==> src/core/dcm_pkg.sv <==
// Shared constants and types for the DAC clock configuration and monitor block
package dcm_pkg;

  localparam int DAC_W = 16;
  localparam logic [DAC_W-1:0] DAC_MID_SCALE = 16'h0000;

  localparam logic [6:0] ADDR_SCK_CTRL = 7'h02;
  localparam logic [6:0] ADDR_DCK_CTRL = 7'h03;
  localparam logic [7:0] SCK_CTRL_RST  = 8'h00;
  localparam logic [7:0] DCK_CTRL_RST  = 8'h00;

  localparam int SCK_PD_BIT    = 0;
  localparam int SCK_OK_BIT    = 1;
  localparam int DIV_DIS_BIT   = 4;
  localparam int DIV_RATIO_BIT = 5;
  localparam int DIV_DRIVE_BIT = 6;
  localparam int DIV_TERM_BIT  = 7;
  localparam int DCK_EN_BIT    = 0;
  localparam int DCK_OK_BIT    = 1;
  localparam int DCK_Q_BIT     = 2;
  localparam int DCK_TRIM_LSB  = 4;

  // Detector thresholds, kept for reference; the analog detectors apply them
  localparam int SCK_MIN_MHZ = 50;
  localparam int DCK_MIN_MHZ = 25;

  localparam logic [9:0] DELAY_NOM_PS  = 10'h190;
  localparam logic [9:0] DELAY_STEP_PS = 10'h055;
  localparam logic [9:0] DELAY_ZERO_PS = 10'h000;

  localparam logic [2:0] SPI_LAST_BIT = 3'h7;

  typedef enum logic [3:0]
  {
    SPI_IDLE = 4'b0001,
    SPI_CMD  = 4'b0010,
    SPI_DATA = 4'b0100,
    SPI_DONE = 4'b1000
  } dcm_spi_state_t;

  typedef struct packed
  {
    logic       div_term;
    logic       div_drive;
    logic       div_ratio;
    logic       div_dis;
    logic       sck_pd;
    logic [2:0] dck_trim;
    logic       dck_q;
    logic       dck_en;
  } dcm_ctrl_t;

  typedef struct packed
  {
    dcm_ctrl_t        ctrl;
    logic             sck_det_s1;
    logic             sck_det_s2;
    logic             dck_det_s1;
    logic             dck_det_s2;
    logic             sck_ok;
    logic             dck_ok;
    dcm_spi_state_t   spi_state;
    logic             spi_sck_d;
    logic [2:0]       spi_cnt;
    logic [6:0]       spi_sh;
    logic             spi_rd;
    logic [6:0]       spi_addr;
    logic [7:0]       spi_rdata;
    logic             spi_sdo;
    logic             dclk_d;
    logic [DAC_W-1:0] captured;
    logic [DAC_W-1:0] dac_code;
    logic             dp_rst;
    logic             div_cnt;
    logic             div_phase;
    logic             div_p;
    logic             div_n;
    logic             div_oe_n;
    logic             div_drive_hi;
    logic             div_term_on;
    logic             sck_rx_on;
    logic             dck_rx_on;
    logic [9:0]       delay_ps;
  } dcm_state_t;

endpackage

==> src/core/dcm_core.sv <==
// DAC clock configuration, clock-present monitor, divided clock and data capture
// Behaviour
// - Sample-clock-present flag is set only while detector sees a clock; writes ignored.
// - Without sample clock, output is mid-scale and datapath is held in reset.
// - Bit 0 of the sample clock register powers down its receiver.
// - Sample clock and divided output register resets to zero.
// - Bit 5 selects divided output at quarter (0) or half (1) sample rate.
// - Bit 6 selects low (0) or high (1) divided output drive current.
// - Bit 7 enables internal termination on the divided output pair.
// - Bit 4 disables divided transmitter and floats both output pins.
// - Code words are captured on both edges of the data clock.
// - Bit 0 of the data clock register enables the data clock receiver.
// - Quadrature select is clear for in-phase clock, set for quadrature clock.
// - Delay trim sets in-phase clock delay; quadrature mode gives zero delay.
// - Without data clock the datapath is also held in reset.
// - Data clock register resets to zero: receiver off, in-phase, default trim.
`timescale 1ns/1ps
module dcm_core
  import dcm_pkg::*;
(
  input  wire logic             mclk,
  input  wire logic             rst_n,
  input  wire logic             spi_csn,
  input  wire logic             spi_sck,
  input  wire logic             spi_sdi,
  output logic                  spi_sdo,
  input  wire logic             sample_clock_det,
  input  wire logic             dataclk_det,
  input  wire logic             sample_tick,
  input  wire logic             data_clock_in,
  input  wire logic [DAC_W-1:0] dac_din,
  input  wire logic             pattern_gen_enable,
  input  wire logic [DAC_W-1:0] pattern_code,
  output logic [DAC_W-1:0]      dac_code,
  output logic                  datapath_rst,
  output logic                  sample_clock_rx_on,
  output logic                  dataclk_rx_on,
  output logic                  divclk_p,
  output logic                  divclk_n,
  output logic                  divclk_oe_n,
  output logic                  divclk_drive_hi,
  output logic                  divclk_term_on,
  output logic [9:0]            dataclk_delay_ps
);

  dcm_state_t s_reg;
  dcm_state_t s_next;

  // Signed trim steps around the nominal delay; unlisted codes follow the same step
  function automatic logic [9:0] trim_delay(input logic [2:0] trim, input logic quad);
    logic [9:0] step;
    step = DELAY_STEP_PS * {7'h00, trim[1:0]};
    if (quad)
      trim_delay = DELAY_ZERO_PS;
    else if (trim[2])
      trim_delay = DELAY_NOM_PS - (DELAY_STEP_PS * 10'h004) + step;
    else
      trim_delay = DELAY_NOM_PS + step;
  endfunction

  function automatic logic [7:0] read_reg(input logic [6:0] addr, input dcm_state_t st);
    read_reg = 8'h00;
    if (addr == ADDR_SCK_CTRL)
    begin
      read_reg[SCK_PD_BIT]    = st.ctrl.sck_pd;
      read_reg[SCK_OK_BIT]    = st.sck_ok;
      read_reg[DIV_DIS_BIT]   = st.ctrl.div_dis;
      read_reg[DIV_RATIO_BIT] = st.ctrl.div_ratio;
      read_reg[DIV_DRIVE_BIT] = st.ctrl.div_drive;
      read_reg[DIV_TERM_BIT]  = st.ctrl.div_term;
    end
    else if (addr == ADDR_DCK_CTRL)
    begin
      read_reg[DCK_EN_BIT]                   = st.ctrl.dck_en;
      read_reg[DCK_OK_BIT]                   = st.dck_ok;
      read_reg[DCK_Q_BIT]                    = st.ctrl.dck_q;
      read_reg[DCK_TRIM_LSB +: 3]            = st.ctrl.dck_trim;
    end
  endfunction

  always_comb
  begin
    logic       sck_rise;
    logic       sck_fall;
    logic [7:0] word;
    logic       dclk_edge;
    sck_rise  = spi_sck & ~s_reg.spi_sck_d;
    sck_fall  = ~spi_sck & s_reg.spi_sck_d;
    word      = {s_reg.spi_sh, spi_sdi};
    dclk_edge = data_clock_in ^ s_reg.dclk_d;
    s_next    = s_reg;

    // Detector outputs are asynchronous; second stage alone feeds the flags
    s_next.sck_det_s1 = sample_clock_det;
    s_next.sck_det_s2 = s_reg.sck_det_s1;
    s_next.dck_det_s1 = dataclk_det;
    s_next.dck_det_s2 = s_reg.dck_det_s1;
    // A powered-down receiver cannot report a clock
    s_next.sck_ok = s_reg.sck_det_s2 & ~s_reg.ctrl.sck_pd;
    s_next.dck_ok = s_reg.dck_det_s2 & s_reg.ctrl.dck_en;

    // SPI slave: pins are sampled, so sck must stay well below mclk/4
    s_next.spi_sck_d = spi_sck;
    if (spi_csn)
    begin
      s_next.spi_state = SPI_IDLE;
      s_next.spi_cnt   = 3'h0;
      s_next.spi_sdo   = 1'b0;
    end
    else
    begin
      unique case (s_reg.spi_state)
        SPI_IDLE:
        begin
          s_next.spi_state = SPI_CMD;
          s_next.spi_cnt   = 3'h0;
        end
        SPI_CMD:
        begin
          if (sck_rise)
          begin
            s_next.spi_sh  = word[6:0];
            s_next.spi_cnt = s_reg.spi_cnt + 3'h1;
            if (s_reg.spi_cnt == SPI_LAST_BIT)
            begin
              s_next.spi_rd    = word[7];
              s_next.spi_addr  = word[6:0];
              s_next.spi_rdata = read_reg(word[6:0], s_reg);
              s_next.spi_state = SPI_DATA;
            end
          end
        end
        SPI_DATA:
        begin
          if (sck_fall && s_reg.spi_rd)
          begin
            s_next.spi_sdo   = s_reg.spi_rdata[7];
            s_next.spi_rdata = {s_reg.spi_rdata[6:0], 1'b0};
          end
          if (sck_rise)
          begin
            s_next.spi_sh  = word[6:0];
            s_next.spi_cnt = s_reg.spi_cnt + 3'h1;
            if (s_reg.spi_cnt == SPI_LAST_BIT)
            begin
              s_next.spi_state = SPI_DONE;
              if (!s_reg.spi_rd && s_reg.spi_addr == ADDR_SCK_CTRL)
              begin
                // Present flag bit is read-only and not stored
                s_next.ctrl.sck_pd    = word[SCK_PD_BIT];
                s_next.ctrl.div_dis   = word[DIV_DIS_BIT];
                s_next.ctrl.div_ratio = word[DIV_RATIO_BIT];
                s_next.ctrl.div_drive = word[DIV_DRIVE_BIT];
                s_next.ctrl.div_term  = word[DIV_TERM_BIT];
              end
              else if (!s_reg.spi_rd && s_reg.spi_addr == ADDR_DCK_CTRL)
              begin
                s_next.ctrl.dck_en   = word[DCK_EN_BIT];
                s_next.ctrl.dck_q    = word[DCK_Q_BIT];
                s_next.ctrl.dck_trim = word[DCK_TRIM_LSB +: 3];
              end
            end
          end
        end
        SPI_DONE:
        begin
          if (sck_fall)
            s_next.spi_sdo = 1'b0;
        end
      endcase
    end

    // Double data rate capture: every level change of the data clock takes a word unless the datapath is in reset
    s_next.dclk_d = data_clock_in;
    s_next.dp_rst = ~s_reg.sck_ok | ~s_reg.dck_ok;
    if (s_reg.dp_rst)
      s_next.captured = DAC_MID_SCALE;
    else if (dclk_edge)
      s_next.captured = dac_din;

    if (!s_reg.sck_ok)
      s_next.dac_code = DAC_MID_SCALE;
    else if (pattern_gen_enable)
      s_next.dac_code = pattern_code;
    else if (!s_reg.dck_ok)
      s_next.dac_code = DAC_MID_SCALE;
    else
      s_next.dac_code = s_reg.captured;

    // Divided clock: half rate toggles each sample tick, quarter every second
    if (s_reg.ctrl.div_dis || !s_reg.sck_ok)
    begin
      s_next.div_cnt   = 1'b0;
      s_next.div_phase = 1'b0;
    end
    else if (sample_tick)
    begin
      s_next.div_cnt = ~s_reg.div_cnt;
      if (s_reg.ctrl.div_ratio || s_reg.div_cnt)
        s_next.div_phase = ~s_reg.div_phase;
    end
    s_next.div_oe_n     = s_reg.ctrl.div_dis;
    s_next.div_p        = ~s_reg.ctrl.div_dis & s_next.div_phase;
    s_next.div_n        = ~s_reg.ctrl.div_dis & ~s_next.div_phase;
    s_next.div_drive_hi = s_reg.ctrl.div_drive;
    s_next.div_term_on  = s_reg.ctrl.div_term;

    s_next.sck_rx_on = ~s_reg.ctrl.sck_pd;
    s_next.dck_rx_on = s_reg.ctrl.dck_en;
    s_next.delay_ps  = trim_delay(s_reg.ctrl.dck_trim, s_reg.ctrl.dck_q);
  end

  always_ff @(posedge mclk)
  begin
    if (!rst_n)
    begin
      s_reg              <= '0;
      s_reg.ctrl         <= dcm_ctrl_t'({SCK_CTRL_RST[7:4], SCK_CTRL_RST[0],
                                         DCK_CTRL_RST[6:4], DCK_CTRL_RST[2],
                                         DCK_CTRL_RST[0]});
      s_reg.spi_state    <= SPI_IDLE;
      s_reg.sck_rx_on    <= 1'b1;
      s_reg.div_n        <= 1'b1;
      s_reg.delay_ps     <= DELAY_NOM_PS;
    end
    else
      s_reg <= s_next;
  end

  assign spi_sdo            = s_reg.spi_sdo;
  assign dac_code           = s_reg.dac_code;
  assign datapath_rst       = s_reg.dp_rst;
  assign sample_clock_rx_on = s_reg.sck_rx_on;
  assign dataclk_rx_on      = s_reg.dck_rx_on;
  assign divclk_p           = s_reg.div_p;
  assign divclk_n           = s_reg.div_n;
  assign divclk_oe_n        = s_reg.div_oe_n;
  assign divclk_drive_hi    = s_reg.div_drive_hi;
  assign divclk_term_on     = s_reg.div_term_on;
  assign dataclk_delay_ps   = s_reg.delay_ps;
endmodule

==> config.mk <==
export PLATFORM = sky130hd
export DESIGN_NAME = dcm_core
export DESIGN_NICKNAME = d
export VERILOG_FILES = /design/src/core/dcm_pkg.sv /design/src/core/dcm_core.sv
export SDC_FILE = /design/constraint.sdc
export NUM_CORES = 1
export LEC_CHECK = 0
export BUFFER_PORTS_ARGS = -buffer_cell sky130_fd_sc_hd__buf_4
export CAP_MARGIN = 20
export CORE_MARGIN = 1.5
export CORE_UTILIZATION = 50
export DETAILED_ROUTE_END_ITERATION = 6
export PLACE_DENSITY = 0.74
export SLEW_MARGIN = 20
export SYNTH_ARGS = -nofsm -noshare
export SYNTH_HDL_FRONTEND = slang
export SYNTH_SLANG_ARGS = --single-unit
==> constraint.sdc <==
create_clock -name mclk -period 1.9 [get_ports mclk]
set_clock_uncertainty 0.05 [all_clocks]
set_input_delay 0 -clock mclk [delete_from_list [all_inputs] [get_ports mclk]]
set_output_delay 0 -clock mclk [all_outputs]
set_load 0.01 [all_outputs]
==> results.md <==
* Outcome: finished clean
* Placed cell areas at 4600 um2
* Clock buffer depth at 2
* Crit path capture type: flop
* Global-route wire length before repair at between 15000 and 20000 um
* Final WS setup at 0.105 ns
* Commonest non-fill, non-tap cell in the layout: dfxtp_1
* Max-slew violations at 0
* Maximum vdd drop at between 0.3 and 0.4 mV
* Synth unique cells at between 40 and 50
* CTS H-tree depth at 3
* RSZ-0062 raised after global routing: no
* Final setup viols at 0
* Leakage at around 2.2 nW
* Largest net degree at the start of global routing at 41
* Layout area overhead at 26.6%
* Max capacitance violation total at 0
* Post-synthesis sequential area ratio at 0.490
* Fin Hold WS at 0.0492 ns
* Reg2reg end: s_reg[71]
* Max reg flops at 60
* CP startpoint: s_reg[81]
* Register bit total from synthesis at roughly 100
* # diodes at 0
* DP Cell Count at between 600 and 700
* Final nets at 611
* Fin. Hold Viols at 0
* Share of layout cells above drive strength 1 at 0.190
* Via density at roughly 5.2
* CTS sink count at 101
* Synth Area per Inst at between 8 and 9 um2
* Die footprint at a little under 9000 um2
* Detailed-router iteration count before antenna repair at 4
* HP Class: in -> reg
* Cells after Synth at around 470
* Vert. Die Dim at ~94 um
* Vias in the first global route at approximately 3200
* Layout fillers at a little over 600
* Routed WL per cell at about 14 um
* Reg2reg setup slack at roughly 0.10 ns
* CP endpoint: s_reg[71]
* Worst setup SP type: flop
* Post-Route Setup TNS at 0 ns
* Fmax at about 560 MHz
* Root buffer selected by CTS: clkbuf_8
* Initial antenna violation count at 0
* Syn Nets at ~520
* Core area at slightly below 8000 um2
* Worst-path clk slew at ~0.09 ns
* CP Data Required Time at 2.08 ns
* Die X-Extent at between 90 and 100 um
* Initial core utilization at 0.526
* Total number of vias at between 3000 and 4000
* Crit path max fanout at 9
* Post-DP HPWL at slightly below 6000 um
* Reg2Reg Depth at 5
* Latest clock arrival within the worst-skew pair at around 0.35 ns
* Worst slew margin at 0.521
* Crit path DAT at around 2 ns
* Final period utilization at 0.945
* Post-synthesis cell area at a little over 4000 um2
* Num ports at between 70 and 80
* DRT iter0 DRCs at about 210
* Row count at 32
* DRC violations left at 0
* R2R Path Start: s_reg[81]
* Antenna viol nets, final at 0
* Cell area power density at a little over 700 nW/um2
* PortBufs at 76
* Non-Filler Instances at 669
* Worst-Margin Slew at between 0.7 and 0.8 ns
* Final WL at between 9000 and 10000 um
* Total GRT Usage at 0.221
* Ys Warns at 0
* Global placer's final weighted congestion at around 0.82
* Most frequent cells in the layout: 101 x dfxtp_1, 85 x buf_4, 72 x nand2_1
* Critical setup path kind: reg -> reg
* Worst slack, placed at -0.0142 ns
* Total grt overflow at 0
* Min Tclk post-route at around 1.8 ns
* CTS tree: built
* CTS buffer count at 9
* Final instance area at between 5000 and 6000 um2
## logic make-up after synthesis
group                    after synthesis  synth area share
multiplexers                          27            0.0658
AND/OR/NAND/NOR                      190             0.214
adder cells (fa/ha/maj)                7            0.0212
XOR/XNOR                               6            0.0127
flip-flops                           101             0.490
buffers and inverters                 58            0.0798
AO/OA/AOI/OAI                         85             0.116
## layout make-up
type	instances	area (um2)	share of cell area
clock inverter	3	20.0	0.00384
multi-input combinational	315	1790	0.343
sequential	101	2020	0.387
timing repair buffer	127	1070	0.205
clock buffer	13	159	0.0304
tap	102	128	0.0244
inverter	8	30.0	0.00575
## timing repair
item                                   in CTS  in global routing
pin swaps                                   1                  1
resized for setup                           0                  3
setup endpoints to repair                   1                 18
setup buffers                               2                  1
endpoints found under the hold margin      45                  0
hold buffers                               41                  0
## metrics by stage
step | util | total power [mW]
after CTS | 0.663 | 3.70
after global placement | 0.585 | 2.42
after global routing | 0.665 | 3.83
final | 0.665 | 3.70
after detailed placement | 0.586 | 2.42
after floorplan | - | 2.32
## where the power goes
| part | total [mW] | leakage [nW] | internal [mW] | switching (mW) |
|---|---|---|---|---|
| Sequential | 2.16 | 0.817 | 2.14 | 0.0204 |
| Clock | 1.24 | 0.0857 | 0.548 | 0.696 |
| Combinational | 0.291 | 1.25 | 0.158 | 0.133 |
| Total | 3.70 | 2.16 | 2.85 | 0.849 |
## synth_stat cells (all sizes together)
master	count	area share
and3b	1	0.0021
or4b	4	0.011
and3	1	0.0015
o211ai	5	0.0091
o21ai	27	0.033
buf	33	0.057
nor4	2	0.0030
nor2	67	0.061
xnor2	4	0.0085
nand2b	5	0.0076
nor4bb	1	0.0024
nor2b	3	0.0046
a22oi	3	0.0055
nand2	72	0.066
inv	7	0.0064
a21oi	41	0.050
nand3	4	0.0049
o21a	1	0.0018
nor3b	4	0.0073
a32o	1	0.0024
nand4	4	0.0061
o211a	2	0.0049
nand3b	1	0.0018
a21bo	1	0.0024
a211oi	2	0.0036
clkinv	1	0.00091
nor3	5	0.0088
and4	2	0.0042
o31ai	1	0.0018
clkbuf	17	0.015
and2	11	0.017
o311ai	1	0.0021
mux2i	26	0.063
dfxtp	101	0.49
mux2	1	0.0027
or2	1	0.0015
nor4b	2	0.0042
ha	7	0.021
xor2	2	0.0042
## per-layer routing
metal  track usage  share of wire  up-vias
met3        0.0388          0.035       30
li1              -              -     1735
met5             0              0        -
met1         0.290           0.46     1609
met4         0.119          0.036        0
met2         0.344           0.47       84
## worst min-delay path by stage
stage / cells past startpoint / from / to / slack (ns)
detailed placement: 2 / dataclk_det / s_next[87] / 0.16
floorplan: 1 / dataclk_det / s_next[87] / 0.08
global route: 3 / pattern_gen_enable / dac_code[15] / 0.06
global placement: 2 / sample_clock_det / s_next[89] / 0.16
CTS: 3 / pattern_gen_enable / dac_code[10] / 0.03
finish: 3 / pattern_gen_enable / dac_code[15] / 0.05
## worst max-delay path, stage by stage, from the launching register on
cell,delay (ns)
dfxtp_1,0.40
or4b_4,0.61
nor3_4,0.22
buf_12,0.15
mux2i_1,0.20
nor2_1,0.05
(Power assumes the default switching activity.)
